**config.mk**
```make
export PLATFORM = sky130hd
export DESIGN_NAME = gtm_timers
export DESIGN_NICKNAME = d
export VERILOG_FILES = /design/src/verilog/gtm_pkg.sv /design/src/verilog/gtm_timers.sv
export VERILOG_INCLUDE_DIRS = /design/src /design/src/verilog
export SDC_FILE = /design/constraint.sdc
export NUM_CORES = 1
export LEC_CHECK = 0
export ABC_AREA = 0
export BUFFER_PORTS_ARGS = -buffer_cell sky130_fd_sc_hd__buf_2
export CORE_MARGIN = 4
export CORE_UTILIZATION = 50
export DETAILED_ROUTE_END_ITERATION = 8
export PLACE_DENSITY = 0.71
export SLEW_MARGIN = 10
export SYNTH_ARGS = -nofsm -noshare
export SYNTH_HDL_FRONTEND = slang
export SYNTH_SLANG_ARGS = --single-unit
```
**constraint.sdc**
```tcl
create_clock -name pclk -period 3 [get_ports pclk]
set_clock_uncertainty 0.05 [all_clocks]
set_input_delay 0.9 -clock pclk [delete_from_list [all_inputs] [get_ports pclk]]
set_output_delay 0.9 -clock pclk [all_outputs]
set_load 0.02 [all_outputs]
```
**src/verilog/gtm_map.svh**
```systemverilog
// Register offsets, field positions and sizing constants for the gated timer block
`ifndef GTM_MAP_SVH
`define GTM_MAP_SVH

// ****************************************************************
// Register map, one aligned word each, 0x20 bytes per timer
// ****************************************************************
`define GTM_STRIDE 8'h20
`define GTM_OFF_RUN 8'h00
`define GTM_OFF_GCTL 8'h04
`define GTM_OFF_CNTL 8'h08
`define GTM_OFF_CNTH 8'h0c
`define GTM_OFF_FLAGS 8'h10

// ****************************************************************
// Gate control and flag field positions
// ****************************************************************
`define GTM_GE_BIT 7
`define GTM_GPOL_BIT 6
`define GTM_GTM_BIT 5
`define GTM_GSPM_BIT 4
`define GTM_GGO_BIT 3
`define GTM_GVAL_BIT 2
`define GTM_FLAG_ROLL_BIT 0
`define GTM_FLAG_GATE_BIT 1

// ****************************************************************
// Source select codes and counts
// ****************************************************************
`define GTM_SRC_PIN 2'b00
`define GTM_SRC_T0 2'b01
`define GTM_SRC_CMP1 2'b10
`define GTM_SRC_CMP2 2'b11
`define GTM_NUM_TIMERS 3
`define GTM_COUNT_MAX 16'hffff

`endif

```
**src/verilog/gtm_pkg.sv**
```systemverilog
// Types shared by the gated timer block
package gtm_pkg;

  // Per-timer software configuration
  typedef struct packed {
    logic run;
    logic gate_en;
    logic gate_pol;
    logic toggle_en;
    logic spm_en;
    logic [1:0] src_sel;
  } gtm_cfg_t;

  // Per-timer gate sources
  typedef struct packed {
    logic pin;
    logic t0_ovf;
    logic cmp1;
    logic cmp2;
    logic cmp1_sync_en;
    logic cmp2_sync_en;
  } gtm_src_t;

  // Per-timer live state
  typedef struct packed {
    gtm_cfg_t cfg;
    logic arm;
    logic tog_ff;
    logic gate_val;
    logic spm_open;
    logic [15:0] count;
    logic roll_flag;
    logic gate_flag;
    logic cmp1_s;
    logic cmp2_s;
    logic src_prev;
  } gtm_tmr_t;

  // Bus-side state of the whole block
  typedef struct packed {
    logic [31:0] prdata;
    logic pready;
    logic pslverr;
  } gtm_bus_t;

endpackage

```
**src/verilog/gtm_timers.sv**
```systemverilog
// Three gated 16-bit timers with gate control, count bytes and event flags behind an APB slave
//
// The register offsets and the APB register port are this design's own decisions.
`timescale 1ns/1ps
`include "gtm_map.svh"

module gtm_timers #(
  parameter int NUM_TIMERS = `GTM_NUM_TIMERS
) (
  // APB slave
  input wire logic pclk,
  input wire logic presetn,
  input wire logic psel,
  input wire logic penable,
  input wire logic pwrite,
  input wire logic [7:0] paddr,
  input wire logic [31:0] pwdata,
  output logic [31:0] prdata,
  output logic pready,
  output logic pslverr,
  // Gate sources, one set per timer
  input wire gtm_pkg::gtm_src_t [NUM_TIMERS-1:0] gate_src,
  // Event flags, one pair per timer
  output logic [NUM_TIMERS-1:0] rollover_flag,
  output logic [NUM_TIMERS-1:0] gate_event_flag
);

  // ****************************************************************
  // State
  // ****************************************************************
  typedef struct packed {
    gtm_pkg::gtm_tmr_t [NUM_TIMERS-1:0] tmr;
    gtm_pkg::gtm_bus_t bus;
  } gtm_state_t;

  gtm_state_t state_reg;
  gtm_state_t state_next;

  // Gate control register image; status bits always reflect hardware
  function automatic logic [7:0] gctl_image(input gtm_pkg::gtm_tmr_t t);
    gctl_image = {t.cfg.gate_en, t.cfg.gate_pol, t.cfg.toggle_en, t.cfg.spm_en,
                  t.arm, t.gate_val, t.cfg.src_sel};
  endfunction

  // Gate source mux with optional comparator synchronisation
  function automatic logic pick_src(input gtm_pkg::gtm_tmr_t t, input gtm_pkg::gtm_src_t s);
    logic c1;
    logic c2;
    c1 = s.cmp1_sync_en ? t.cmp1_s : s.cmp1;
    c2 = s.cmp2_sync_en ? t.cmp2_s : s.cmp2;
    unique case (t.cfg.src_sel)
      `GTM_SRC_PIN: pick_src = s.pin;
      `GTM_SRC_T0: pick_src = s.t0_ovf;
      `GTM_SRC_CMP1: pick_src = c1;
      `GTM_SRC_CMP2: pick_src = c2;
    endcase
  endfunction

  // ****************************************************************
  // Next-state logic
  // ****************************************************************
  // One pass fills every timer; bus writes are applied last so a
  // byte write beats the increment in the same cycle.
  always_comb begin
    logic wr;
    logic rd;
    logic [2:0] idx;
    logic [7:0] off;
    logic hit;
    logic src;
    logic pol;
    logic rise;
    logic gval;
    logic gate_ok;
    logic inc;
    wr = 1'b0;
    rd = 1'b0;
    idx = 3'h0;
    off = 8'h00;
    hit = 1'b0;
    src = 1'b0;
    pol = 1'b0;
    rise = 1'b0;
    gval = 1'b0;
    gate_ok = 1'b0;
    inc = 1'b0;
    state_next = state_reg;
    state_next.bus.pready = 1'b0;
    state_next.bus.pslverr = 1'b0;
    wr = psel && !penable && pwrite;
    rd = psel && !penable && !pwrite;
    idx = paddr[7:5];
    off = {3'h0, paddr[4:0]};
    hit = (int'(idx) < NUM_TIMERS) && (paddr[1:0] == 2'b00) && (off <= `GTM_OFF_FLAGS);
    for (int i = 0; i < NUM_TIMERS; i++) begin
      // Comparator synchroniser stage
      state_next.tmr[i].cmp1_s = gate_src[i].cmp1;
      state_next.tmr[i].cmp2_s = gate_src[i].cmp2;
      src = pick_src(state_reg.tmr[i], gate_src[i]);
      state_next.tmr[i].src_prev = src;
      rise = src && !state_reg.tmr[i].src_prev;
      pol = state_reg.tmr[i].cfg.gate_pol ? src : !src;
      // Toggle flip-flop, held clear when disabled or timer off
      if (!state_reg.tmr[i].cfg.toggle_en || !state_reg.tmr[i].cfg.run) begin
        state_next.tmr[i].tog_ff = 1'b0;
      end else if (rise) begin
        state_next.tmr[i].tog_ff = !state_reg.tmr[i].tog_ff;
      end
      gval = state_reg.tmr[i].cfg.toggle_en ? state_reg.tmr[i].tog_ff : pol;
      // Single pulse: open on active edge while armed, close on trailing edge
      if (state_reg.tmr[i].cfg.spm_en) begin
        if (state_reg.tmr[i].arm && !state_reg.tmr[i].spm_open && gval && !state_reg.tmr[i].gate_val) begin
          state_next.tmr[i].spm_open = 1'b1;
        end else if (state_reg.tmr[i].spm_open && !gval && state_reg.tmr[i].gate_val) begin
          state_next.tmr[i].spm_open = 1'b0;
          state_next.tmr[i].arm = 1'b0;
        end
        gval = gval && (state_reg.tmr[i].spm_open || (state_reg.tmr[i].arm && !state_reg.tmr[i].gate_val));
      end else begin
        state_next.tmr[i].spm_open = 1'b0;
        state_next.tmr[i].arm = 1'b0;
      end
      state_next.tmr[i].gate_val = gval;
      if (state_reg.tmr[i].gate_val && !gval) begin
        state_next.tmr[i].gate_flag = 1'b1;
      end
      gate_ok = !state_reg.tmr[i].cfg.gate_en || state_reg.tmr[i].gate_val;
      inc = state_reg.tmr[i].cfg.run && gate_ok;
      if (inc) begin
        state_next.tmr[i].count = state_reg.tmr[i].count + 16'h0001;
        if (state_reg.tmr[i].count == `GTM_COUNT_MAX) begin
          state_next.tmr[i].roll_flag = 1'b1;
        end
      end
    end
    // Register access during the setup cycle; answer in the access cycle
    if (psel && !penable) begin
      state_next.bus.pready = 1'b1;
      state_next.bus.pslverr = !hit;
      state_next.bus.prdata = 32'h0000_0000;
    end
    if (rd && hit) begin
      unique case (off)
        `GTM_OFF_RUN: state_next.bus.prdata = {31'h0, state_reg.tmr[idx].cfg.run};
        `GTM_OFF_GCTL: state_next.bus.prdata = {24'h0, gctl_image(state_reg.tmr[idx])};
        `GTM_OFF_CNTL: state_next.bus.prdata = {24'h0, state_reg.tmr[idx].count[7:0]};
        `GTM_OFF_CNTH: state_next.bus.prdata = {24'h0, state_reg.tmr[idx].count[15:8]};
        `GTM_OFF_FLAGS: state_next.bus.prdata = {30'h0, state_reg.tmr[idx].gate_flag, state_reg.tmr[idx].roll_flag};
        default: state_next.bus.prdata = 32'h0000_0000;
      endcase
    end
    if (wr && hit) begin
      unique case (off)
        `GTM_OFF_RUN: state_next.tmr[idx].cfg.run = pwdata[0];
        `GTM_OFF_GCTL: begin
          state_next.tmr[idx].cfg.gate_en = pwdata[`GTM_GE_BIT];
          state_next.tmr[idx].cfg.gate_pol = pwdata[`GTM_GPOL_BIT];
          state_next.tmr[idx].cfg.toggle_en = pwdata[`GTM_GTM_BIT];
          state_next.tmr[idx].cfg.spm_en = pwdata[`GTM_GSPM_BIT];
          state_next.tmr[idx].cfg.src_sel = pwdata[1:0];
          // Arm only with single-pulse on; status bit write ignored
          if (pwdata[`GTM_GGO_BIT] && pwdata[`GTM_GSPM_BIT]) begin
            state_next.tmr[idx].arm = 1'b1;
          end else if (!pwdata[`GTM_GSPM_BIT]) begin
            state_next.tmr[idx].arm = 1'b0;
          end
        end
        `GTM_OFF_CNTL: state_next.tmr[idx].count[7:0] = pwdata[7:0];
        `GTM_OFF_CNTH: state_next.tmr[idx].count[15:8] = pwdata[7:0];
        `GTM_OFF_FLAGS: begin
          // Write one to clear; a same-cycle set event wins even if the flag was already up
          if (pwdata[`GTM_FLAG_ROLL_BIT] && !(state_reg.tmr[idx].count == `GTM_COUNT_MAX
              && state_next.tmr[idx].count == 16'h0000)) begin
            state_next.tmr[idx].roll_flag = 1'b0;
          end
          if (pwdata[`GTM_FLAG_GATE_BIT] && !(state_reg.tmr[idx].gate_val && !state_next.tmr[idx].gate_val)) begin
            state_next.tmr[idx].gate_flag = 1'b0;
          end
        end
        default: state_next.bus.pslverr = 1'b1;
      endcase
    end
  end

  // ****************************************************************
  // Registers
  // ****************************************************************
  // Count bytes are left out of the reset branch so a reset leaves them alone
  always_ff @(posedge pclk or negedge presetn) begin
    if (!presetn) begin
      for (int i = 0; i < NUM_TIMERS; i++) begin
        state_reg.tmr[i].cfg <= '0;
        state_reg.tmr[i].arm <= 1'b0;
        state_reg.tmr[i].tog_ff <= 1'b0;
        state_reg.tmr[i].gate_val <= 1'b0;
        state_reg.tmr[i].spm_open <= 1'b0;
        state_reg.tmr[i].roll_flag <= 1'b0;
        state_reg.tmr[i].gate_flag <= 1'b0;
        state_reg.tmr[i].cmp1_s <= 1'b0;
        state_reg.tmr[i].cmp2_s <= 1'b0;
        state_reg.tmr[i].src_prev <= 1'b0;
      end
      state_reg.bus <= '0;
    end else begin
      state_reg.bus <= state_next.bus;
      for (int i = 0; i < NUM_TIMERS; i++) begin
        state_reg.tmr[i].cfg <= state_next.tmr[i].cfg;
        state_reg.tmr[i].arm <= state_next.tmr[i].arm;
        state_reg.tmr[i].tog_ff <= state_next.tmr[i].tog_ff;
        state_reg.tmr[i].gate_val <= state_next.tmr[i].gate_val;
        state_reg.tmr[i].spm_open <= state_next.tmr[i].spm_open;
        state_reg.tmr[i].roll_flag <= state_next.tmr[i].roll_flag;
        state_reg.tmr[i].gate_flag <= state_next.tmr[i].gate_flag;
        state_reg.tmr[i].cmp1_s <= state_next.tmr[i].cmp1_s;
        state_reg.tmr[i].cmp2_s <= state_next.tmr[i].cmp2_s;
        state_reg.tmr[i].src_prev <= state_next.tmr[i].src_prev;
        state_reg.tmr[i].count <= state_next.tmr[i].count;
      end
    end
  end

  // ****************************************************************
  // Outputs straight from flip-flops
  // ****************************************************************
  assign prdata = state_reg.bus.prdata;
  assign pready = state_reg.bus.pready;
  assign pslverr = state_reg.bus.pslverr;
  generate
    for (genvar g = 0; g < NUM_TIMERS; g++) begin : g_flags
      assign rollover_flag[g] = state_reg.tmr[g].roll_flag;
      assign gate_event_flag[g] = state_reg.tmr[g].gate_flag;
    end
  endgenerate

  // ****************************************************************
  // Checks on every timer and on the bus handshake
  // ****************************************************************
  // Looping over all timers so whichever one a test drives is watched
  generate
    for (genvar g = 0; g < NUM_TIMERS; g++) begin : g_chk
      chk_gate_hold: assert property (@(posedge pclk) disable iff (!presetn)
        state_reg.tmr[g].cfg.run && state_reg.tmr[g].cfg.gate_en && !state_reg.tmr[g].gate_val
        && !(psel && !penable && pwrite) |=> $stable(state_reg.tmr[g].count))
        else $error("Counter moved with gate closed");
      chk_off_stops: assert property (@(posedge pclk) disable iff (!presetn)
        !state_reg.tmr[g].cfg.run && !(psel && !penable && pwrite) |=> $stable(state_reg.tmr[g].count))
        else $error("Counter moved while off");
      chk_free_run: assert property (@(posedge pclk) disable iff (!presetn)
        state_reg.tmr[g].cfg.run && !state_reg.tmr[g].cfg.gate_en && !(psel && !penable && pwrite)
        |=> state_reg.tmr[g].count == $past(state_reg.tmr[g].count) + 16'h0001)
        else $error("Free run failed to increment");
      chk_toggle_clear: assert property (@(posedge pclk) disable iff (!presetn)
        !state_reg.tmr[g].cfg.toggle_en |=> !state_reg.tmr[g].tog_ff)
        else $error("Toggle flop not held clear");
      chk_arm_drop: assert property (@(posedge pclk) disable iff (!presetn)
        !state_reg.tmr[g].cfg.spm_en |-> !state_reg.tmr[g].arm)
        else $error("Arm set without single pulse mode");
      chk_gate_flag: assert property (@(posedge pclk) disable iff (!presetn)
        $fell(state_reg.tmr[g].gate_val) |-> state_reg.tmr[g].gate_flag)
        else $error("Gate flag missed falling gate");
      chk_roll_flag: assert property (@(posedge pclk) disable iff (!presetn)
        $past(state_reg.tmr[g].count) == 16'hffff && state_reg.tmr[g].count == 16'h0000 |-> rollover_flag[g])
        else $error("Rollover flag missed");
      chk_arm_clear: assert property (@(posedge pclk) disable iff (!presetn)
        $fell(state_reg.tmr[g].spm_open) && state_reg.tmr[g].cfg.spm_en |-> !state_reg.tmr[g].arm)
        else $error("Arm bit not cleared at pulse end");
      cov_roll: cover property (@(posedge pclk) disable iff (!presetn) $rose(rollover_flag[g]));
      cov_gate_evt: cover property (@(posedge pclk) disable iff (!presetn) $rose(gate_event_flag[g]));
      cov_pulse: cover property (@(posedge pclk) disable iff (!presetn) $fell(state_reg.tmr[g].arm));
    end
  endgenerate
  chk_apb_ready: assert property (@(posedge pclk) disable iff (!presetn)
    psel && !penable |=> pready ##1 !pready)
    else $error("Ready not one cycle after setup");

endmodule

```
==> results of run 1 <==
layout make-up:
type / count / area (um2)
fill: 1242 / 6191
clock buffer: 11 / 254.0
multi-input combinational: 606 / 3819
inverter: 9 / 33.78
clock inverter: 5 / 88.84
sequential: 106 / 2893
tap: 180 / 225.2
timing repair buffer: 86 / 538.0
stage by stage:
step | hold slack (ns) | util, % | total power [mW]
5_1_grt | 0.4745 | 55.91 | 3.541
6_report | 0.4337 | 55.91 | 3.415
3_3_place_gp | 0.4118 | 53.47 | 2.049
3_5_place_dp | 0.4236 | 53.47 | 2.063
2_1_floorplan | 0.4010 | - | 1.929
4_1_cts | 0.4406 | 55.91 | 3.426
per-layer routing:
metal  up-vias  GRT usage (%)
met4         0          7.116
li1       2807              -
met1      2929          33.83
met3        35          4.981
met5         -              0
met2       245          36.41
final timing paths:
kind | startpoint | endpoint
min | prdata[7]$_DFFE_PN0P_ | prdata[7]$_DFFE_PN0P_
min in group asynchronous | presetn | state_reg[36]$_DFF_PN0_
max reg2reg | state_reg[71]$_DFFE_PP_ | rollover_flag[2]$_DFF_PN0_
max | state_reg[71]$_DFFE_PP_ | rollover_flag[2]$_DFF_PN0_
min reg2reg | prdata[7]$_DFFE_PN0P_ | prdata[7]$_DFFE_PN0P_
max in group asynchronous | presetn | state_reg[127]$_DFFE_PN0P_
layout by cell type, fill, tap and decap left out, types with 3 or more instances in the layout:
| cell | synthesis | routed |
|---|---|---|
| nor3_1 | 22 | 22 |
| and2_1 | 4 | 4 |
| nor2b_1 | 8 | 8 |
| dfrtp_1 | 58 | 58 |
| mux2_2 | 32 | 32 |
| ha_1 | 3 | 3 |
| buf_2 | 11 | 53 |
| nand2_1 | 80 | 80 |
| a21boi_0 | 4 | 4 |
| a21oi_1 | 68 | 68 |
| nor2_1 | 80 | 80 |
| or3_1 | 3 | 3 |
| a31oi_1 | 11 | 11 |
| a22o_1 | 7 | 7 |
| nor4_1 | 8 | 8 |
| and4_1 | 3 | 3 |
| and3_1 | 14 | 14 |
| nand3_1 | 19 | 19 |
| nand2b_1 | 14 | 14 |
| o211a_1 | 4 | 4 |
| nor3_2 | 3 | 3 |
| o21ai_0 | 38 | 38 |
| nand4_1 | 19 | 19 |
| mux4_2 | 3 | 3 |
| buf_4 | 39 | 31 |
| edfxtp_1 | 48 | 48 |
| clkbuf_16 | 0 | 10 |
| mux2i_1 | 33 | 33 |
| nor3b_1 | 4 | 4 |
| conb_1 | 1 | 24 |
| inv_1 | 9 | 9 |
| xor2_1 | 30 | 30 |
| xnor2_1 | 32 | 32 |
report_power, final:
part	total [mW]	internal, mW	switching (mW)	leakage (nW)
Clock	1.38	0.796	0.579	0.168
Sequential	1.65	1.57	0.0727	1.22
Combinational	0.394	0.152	0.242	1.82
cells in the mapped netlist, types with 2 or more instances:
library cell,number
a211oi_1,2
mux4_2,3
ha_1,3
a21boi_0,4
and4_1,3
inv_1,9
o22ai_1,2
buf_6,3
or3_1,3
nor3_1,22
mux2_2,32
a41oi_1,2
nand2b_1,14
a31oi_1,11
clkbuf_1,36
o21a_1,2
a22o_1,7
xnor2_1,32
o21ai_0,38
nor3b_1,4
buf_4,39
edfxtp_1,48
a31o_2,2
nor4_1,8
nor2b_1,8
buf_2,11
mux2i_1,33
xor2_1,30
nor2_1,80
a22oi_1,2
nand3_1,19
dfrtp_1,58
o211ai_1,2
o211a_1,4
nor3_2,3
and3_2,2
and2_1,4
buf_1,6
nand2_1,80
o31ai_1,2
a21oi_1,68
and3_1,14
nand4_1,19
worst max-delay path: cells and delay by family, from the launching register on:
kind	cells	cell delay, ns
AO/OA/AOI/OAI	3	0.77
XOR/XNOR	1	0.23
flip-flops	1	0.48
AND/OR/NAND/NOR	4	1.15
kinds of logic after synthesis:
kind of cell,synth area share (%)
simple gates,19.84
compound gates,13.17
buf+inv,8.502
flops,39.95
mux,10.47
xor+xnor,7.500
fa+ha+maj,0.5185
other cells,0.05179
==> key figures, run 1 <==
Run status
  – Outcome: complete, no violations

Placed design
  – Placed cells: 987
  – GP Congestion: 0.9437
  – I/O Buffers: 54
  – Final HPWL DP: 13820 um
  – Cell Area, Placed: 7508 um2
  – Dpl ws: 0.003218 ns

Timing
  – Final Hold Vio Count: 0
  – PnR worst setup slack: 0.2573 ns
  – Max frequency: 364.6 MHz
  – Worst-Margin Slew: 0.7963 ns
  – RSZ-0062 raised after global routing: no
  – Final setup fails: 0
  – Final Max Tran Viols: 0
  – Setup TNS: 0 ns
  – Final period util: 91.42%
  – Minimum clock period: 2.743 ns
  – Slew Limit Headroom: 46.91%

Clock tree
  – Worst-Skew Late Latency: 0.36 ns
  – Post-CTS Setup Inserts: 0
  – Worst-path clk slew: 0.07 ns
  – Clock buffer count from CTS: 9
  – Largest buffer count on any clock path: 2
  – CTS root buffer: clkbuf_16
  – CTS resizes: 0
  – Clock sink total: 106
  – H-Tree Depth: 3
  – Hold-fix buffers, CTS: 0
  – TritonCTS clock tree: yes

Global route
  – Largest net degree at the start of global routing: 58
  – Number of global-route vias before repair: 5695
  – First-pass GRT wire length: 30660 um
  – Grt ovf: 0
  – Total track usage: 23.69%
  – Initial antenna violation count: 0

Critical path
  – Startpoint types: register
  – Crit path required time: 3.23 ns
  – Crit. End Element: register
  – Critical path's slowest cell: nor3_1
  – Critical path arrival: 2.97 ns
  – Most used cell, CP: nand2_1
  – Crit-path max FO: 7
  – Worst-case reg-to-reg path depth: 8
  – R2r setup slk: 0.26 ns
  – Largest stage delay, worst path: 0.66 ns
  – Critical-path cell list: nand2_1 > nor3_1 > nand2_1 > xor2_1 > nand4_1 > o31ai_1 > o211ai_2 > a21oi_1
  – Crit path kind: register to register

Hold path
  – WHS Path Cells: 2
  – Min-delay worst type: register to register

Logic synthesis
  – Cells after Synth: 797
  – Synth Cell Area: 7241 um2
  – Dominant cells by area after synthesis: dfrtp_1, edfxtp_1, mux2_2, a21oi_1, mux2i_1
  – Post-synth EDFFs: 48
  – Synth warnings: 0
  – Main synth FF type: dfrtp_1
  – Async S/R FF share, synth: 54.72%
  – Syn Area/Cell: 9.085 um2
  – Netlist cell types: 66
  – Seq cells post-synth: 106
  – Area share of the largest cell type after synthesis: 20.04%
  – Sequential-to-total area share from yosys stat: 39.95%
  – Synth area leader: dfrtp_1

Drt
  – Initial DRC count: 523
  – ANT nets after route: 0
  – Via density: 5.998
  – Initial DRT Pass Iterations: 5
  – Met3 wire length: 1443 um
  – DRC viols: 0
  – Met2 wire len: 8780 um
  – DR vias: 6016
  – Highest routed metal layer: met4
  – WL/cell: 19.08 um
  – Metal1 wirelength: 8518 um
  – Overall routed net length: 19140 um

Job
  – Max cap viols: 0

Power and ir drop
  – Power per cell area: 435.0 nW/um2
  – Leakage: 3.206 nW
  – VDD IR-drop max: 328.9 uV

Floorplan
  – DIE AREA: 16470 um2
  – Die Wd: 128.3 um
  – Die Height: 128.3 um
  – Starting Density: 51.56%
  – CORE AREA: 14040 um2
  – Site row count: 43
  – Total I/O pin count: 103

Finish
  – Nets: 884
  – Number of diodes: 0
  – Fin area: 7851 um2
  – Max reg flops: 90
  – Post-Layout Cell Count: 1003
  – Layout cell share with drive strength beyond 1: 18.47%
  – Area grow syn2layout: 8.433%
Power figures use the tool's default switching activity.
==> run 2: changes to the inputs <==
CORE_UTILIZATION = 30   (was 50)
PLACE_DENSITY = default   (was 0.71)
RECOVER_POWER = 25   (was default)
==> key figures, run 2 (synthesis results as in run 1) <==
Run status
  – Outcome: finished with violations
  – Failing checks: capacitance limit

Finish
  – Final core utilization: 34.34%
  – Most frequent cells in the layout: nor2_1, nand2_1, a21oi_1, dfrtp_1, buf_2
  – Layout cell share with drive strength beyond 1: 20.10%
  – Number of diodes: 0
  – Post-Layout Cell Count: 1160
  – Area grow syn2layout: 11.99%
  – # fillers: 2447
  – Nets: 902
  – Max reg flops: 90

Timing
  – Final Max Tran Viols: 0
  – PnR worst setup slack: 0.2812 ns
  – Final Hold Vio Count: 0
  – Final setup fails: 0
  – RSZ-0062 raised after global routing: no
  – Slew Limit Headroom: 0.2735%
  – Worst-Margin Slew: 1.496 ns
  – Final period util: 90.63%
  – Max frequency: 367.8 MHz
  – Minimum clock period: 2.719 ns
  – Hold_ws: 0.4310 ns

Drt
  – ANT nets after route: 0
  – WL/cell: 16.88 um
  – Via density: 5.034
  – Overall routed net length: 19580 um
  – DRC viols: 0
  – Initial DRC count: 491
  – Initial DRT Pass Iterations: 5
  – DR vias: 5840

Clock tree
  – Clock buffer count from CTS: 9
  – Worst-Skew Late Latency: 0.36 ns
  – Largest buffer count on any clock path: 2
  – Worst-path clk slew: 0.08 ns
  – Clock sink total: 106
  – TritonCTS clock tree: yes
  – H-Tree Depth: 3
  – Post-CTS Setup Inserts: 0
  – CTS root buffer: clkbuf_16

Critical path
  – Startpoint types: register
  – Critical path arrival: 2.94 ns
  – Reg-to-Reg Start: state_reg[103]$_DFFE_PP_
  – Crit path kind: register to register
  – Crit. End Element: register
  – Crit. Startpoint: state_reg[103]$_DFFE_PP_
  – Crit path required time: 3.22 ns
  – Crit-path max FO: 8

Power and ir drop
  – Power per cell area: 406.5 nW/um2
  – Power Internal: 2.395 mW
  – Clock power share: 38.0%
  – Net Sw Frac: 27.34%
  – Reg power frac: 49.8%
  – Sw Pwr: 0.9011 mW
  – Power share of the combinational group: 12.2%
  – VDD IR-drop max: 289.9 uV
  – Leakage: 3.261 nW
  – Power Total: 3.296 mW

Global route
  – Total track usage: 15.00%
  – Number of global-route vias before repair: 5517
  – Initial antenna violation count: 0
  – Largest net degree at the start of global routing: 57
  – First-pass GRT wire length: 31040 um
  – Grt ovf: 0

Floorplan
  – CORE AREA: 23610 um2
  – Total I/O pin count: 103
  – Die Wd: 163.4 um
  – Starting Density: 30.66%
  – Die Height: 163.4 um
  – Site row count: 56
  – DIE AREA: 26680 um2

Placed design
  – Final HPWL DP: 14500 um
  – GP Congestion: 0.8781
  – I/O Buffers: 54
  – Dpl ws: -0.03008 ns
  – Placed cells: 1144

Hold path
  – Hold_sp: prdata[7]$_DFFE_PN0P_
  – Min-delay worst type: register to register

Job
  – Max cap viols: 1
run 2: cell types whose count changed in the layout (fill, tap and decap cells not counted), moves of 2 or more:
| cell | previous run | this run |
|---|---|---|
| buf_4 | 31 | 46 |
| clkbuf_2 | 0 | 3 |
| buf_2 | 53 | 51 |
| clkbuf_1 | 1 | 3 |
run 2: stage by stage:
stage	setup TNS, ns	area, um2
5_1_grt	0	8109
2_1_floorplan	0	7327
4_1_cts	0	8118
3_3_place_gp	-0.1002	7805
3_5_place_dp	-0.1646	7805
6_report	0	8109
run 2: layout make-up:
type / instances / area [um2] / area share (%)
clock inverters: 7 / 87.58 / 1.080
repair buffers: 104 / 646.9 / 7.977
inverters: 9 / 33.78 / 0.4166
clock buffers: 9 / 225.2 / 2.777
well taps: 319 / 399.1 / 4.922
multi-input cells: 606 / 3824 / 47.15
flip-flops and latches: 106 / 2893 / 35.67
run 2: worst max-delay path, stage by stage (launching register included):
cell,delay [ns]
edfxtp_1,0.50
ha_1,0.25
nand4_1,0.26
nor4_4,0.43
mux2_2,0.38
o21a_1,0.19
o31ai_2,0.26
o211ai_2,0.12
a21oi_1,0.20
run 2: path summary, 6_finish.rpt:
path / end / slack [ns] / cells past startpoint
setup / recovery: rollover_flag[2]$_DFF_PN0_ / 0.28 / 8
hold / removal: prdata[7]$_DFFE_PN0P_ / 0.43 / 2
setup reg to reg: rollover_flag[2]$_DFF_PN0_ / 0.28 / 8
hold reg to reg: prdata[7]$_DFFE_PN0P_ / 0.43 / 2
max in group asynchronous: prdata[4]$_DFFE_PN0P_ / 0.71 / 2
min in group asynchronous: state_reg[99]$_DFF_PN0_ / 0.87 / 1
run 2: power by group through the flow:
stage	Clock (mW)	Sequential, mW	Combinational (mW)
after floorplan	0	1.63	0.295
after global placement	0	1.67	0.399
after detailed placement	0	1.67	0.401
after CTS	1.29	1.64	0.403
after global routing	1.34	1.65	0.443
final	1.25	1.64	0.401
run 2: repair_timing:
action                                  in CTS  in global routing
resized for setup                            0                  1
hold buffers                                 0                  0
endpoints found under the setup margin       0                  3
run 2: routing by layer:
metal	track usage (%)	wire length [um]	up-vias
li1	-	-	2844
met1	21.78	9017	2757
met2	22.66	8882	206
met3	2.448	1198	33
met4	5.147	485	0
met5	0	0	-
==> run 3: changes to the inputs <==
CORE_UTILIZATION = 55   (was 30)
PLACE_DENSITY = 0.77   (was default)
SETUP_SLACK_MARGIN = 0.2   (was default)
==> key figures, run 3 (synthesis results as in run 1) <==
Power and ir drop
  – Leakage: 3.194 nW
  – VDD IR-drop max: 424.7 uV
  – Net Sw Frac: 27.67%
  – Power Internal: 2.305 mW
  – Clock power share: 35.9%
  – Power share of the combinational group: 12.5%
  – Sw Pwr: 0.8819 mW
  – Power per cell area: 406.7 nW/um2
  – Reg power frac: 51.7%
  – Power Total: 3.187 mW

Critical path
  – Crit path kind: input port to register
  – Critical-path cell list: buf_2 > mux2_2 > mux4_2 > xor2_1 > o21ai_0 > o21ai_0 > a21oi_1 > a31oi_1
  – Most used cell, CP: o21ai_0
  – R2r setup slk: 0.36 ns
  – Critical path's slowest cell: mux4_2
  – R2R Path End: rollover_flag[2]$_DFF_PN0_
  – Reg-to-Reg Start: state_reg[103]$_DFFE_PP_
  – Crit. Startpoint: gate_src[12]
  – Crit path required time: 3.18 ns
  – Startpoint types: input port
  – Crit. End Element: register
  – Critical path arrival: 2.86 ns
  – Worst-case reg-to-reg path depth: 8
  – Largest stage delay, worst path: 0.52 ns
  – Critical Path End: gate_event_flag[2]$_DFF_PN0_
  – Crit-path max FO: 3

Drt
  – DR vias: 5966
  – Initial DRT Pass Iterations: 5
  – ANT nets after route: 0
  – DRC viols: 0
  – Via density: 5.972
  – Overall routed net length: 19200 um
  – WL/cell: 19.22 um
  – Initial DRC count: 657

Hold path
  – Min-delay worst type: register to register

Finish
  – Most frequent cells in the layout: nor2_1, nand2_1, a21oi_1, dfrtp_1, buf_2
  – Post-Layout Cell Count: 999
  – Layout cell share with drive strength beyond 1: 18.98%
  – Number of diodes: 0
  – # fillers: 1102
  – Nets: 888
  – Area of the multi-input gates: 3842 um2
  – Area grow syn2layout: 8.225%
  – Register Area: 2893 um2
  – Final core utilization: 61.35%
  – Max reg flops: 90
  – Most common cell after layout, fill and taps aside: nor2_1

Clock tree
  – Largest buffer count on any clock path: 2
  – Clock buffer count from CTS: 9
  – Worst-path clk slew: 0.08 ns
  – TritonCTS clock tree: yes
  – Worst-Skew Late Latency: 0.36 ns
  – H-Tree Depth: 3
  – Hold-fix buffers, CTS: 0
  – CTS root buffer: clkbuf_16
  – Clock sink total: 106

Global route
  – Initial antenna violation count: 0
  – Grt ovf: 0
  – Number of global-route vias before repair: 5836
  – First-pass GRT wire length: 30970 um
  – Largest net degree at the start of global routing: 40
  – Total track usage: 26.80%

Floorplan
  – Die Height: 122.7 um
  – CORE AREA: 12770 um2
  – DIE AREA: 15070 um2
  – Starting Density: 56.69%
  – Total I/O pin count: 103
  – Site row count: 41
  – Die Wd: 122.7 um

Timing
  – Final period util: 89.58%
  – RSZ-0062 raised after global routing: no
  – Minimum clock period: 2.687 ns
  – Final Hold Vio Count: 0
  – Max frequency: 372.1 MHz
  – Worst-Margin Slew: 1.163 ns
  – Final Max Tran Viols: 0
  – Hold_ws: 0.4328 ns
  – Slew Limit Headroom: 22.48%
  – Final setup fails: 0

Placed design
  – Placed cells: 982
  – Final HPWL DP: 14030 um
  – GP Congestion: 0.9705
  – I/O Buffers: 54

Job
  – Max cap viols: 0

Run status
  – Outcome: complete, no violations
==> run 3: worst min path at each step <==
stage                                      from                          to  cells past startpoint
after floorplan           prdata[2]$_DFFE_PN0P_       prdata[2]$_DFFE_PN0P_                      2
after global placement    prdata[7]$_DFFE_PN0P_       prdata[7]$_DFFE_PN0P_                      2
after detailed placement  prdata[3]$_DFFE_PN0P_       prdata[3]$_DFFE_PN0P_                      2
after CTS                               presetn  state_reg[123]$_DFFE_PN0P_                      1
after global routing      prdata[6]$_DFFE_PN0P_       prdata[6]$_DFFE_PN0P_                      2
final                     prdata[3]$_DFFE_PN0P_       prdata[3]$_DFFE_PN0P_                      2
==> run 3: through the flow <==
step	area [um2]	setup TNS, ns	worst slack, ns
2_1_floorplan	7327	0	0.2060
3_3_place_gp	7533	0	0.02732
3_5_place_dp	7533	-0.1500	-0.09347
4_1_cts	7814	0	0.2720
5_1_grt	7836	0	0.1756
6_report	7836	0	0.3126
==> run 3: worst max-delay path, delay by kind of cell <==
family                    cells  cell delay [ns]
AOI/OAI and AO/OA             4             0.87
xor gates and xnor gates      1             0.16
buffers and inverters         1             0.08
muxes                         2             0.85
==> run 3: routing by layer <==
layer	track usage [%]	share of wire [%]	vias up
li1	-	-	2808
met2	41.82	46	263
met1	36.54	42	2855
met4	9.937	2.6	0
met5	0	0	-
met3	6.083	8.9	40
==> run 3: power by group through the flow <==
stage | Combinational, mW | Sequential (mW) | Clock [mW]
6_report | 0.397 | 1.65 | 1.14
5_1_grt | 0.435 | 1.65 | 1.22
4_1_cts | 0.391 | 1.64 | 1.17
3_5_place_dp | 0.389 | 1.68 | 0
3_3_place_gp | 0.381 | 1.67 | 0
2_1_floorplan | 0.295 | 1.63 | 0
==> run 3: cell type report <==
cell class	count	share of cell area, %
Timing Repair Buffer	90	7.297
Clock buffer	10	2.922
Multi-Input combinational cell	606	49.03
Tap cell	172	2.746
Sequential cell	106	36.92
Inverter	9	0.4311
Clock inverter	6	0.6546
==> run 3: timing repair <==
action                                  in CTS  in global routing
buffers inserted                             0                  1
endpoints found under the setup margin       0                  7
hold endpoints to repair                     0                  0
resized for setup                            0                  6
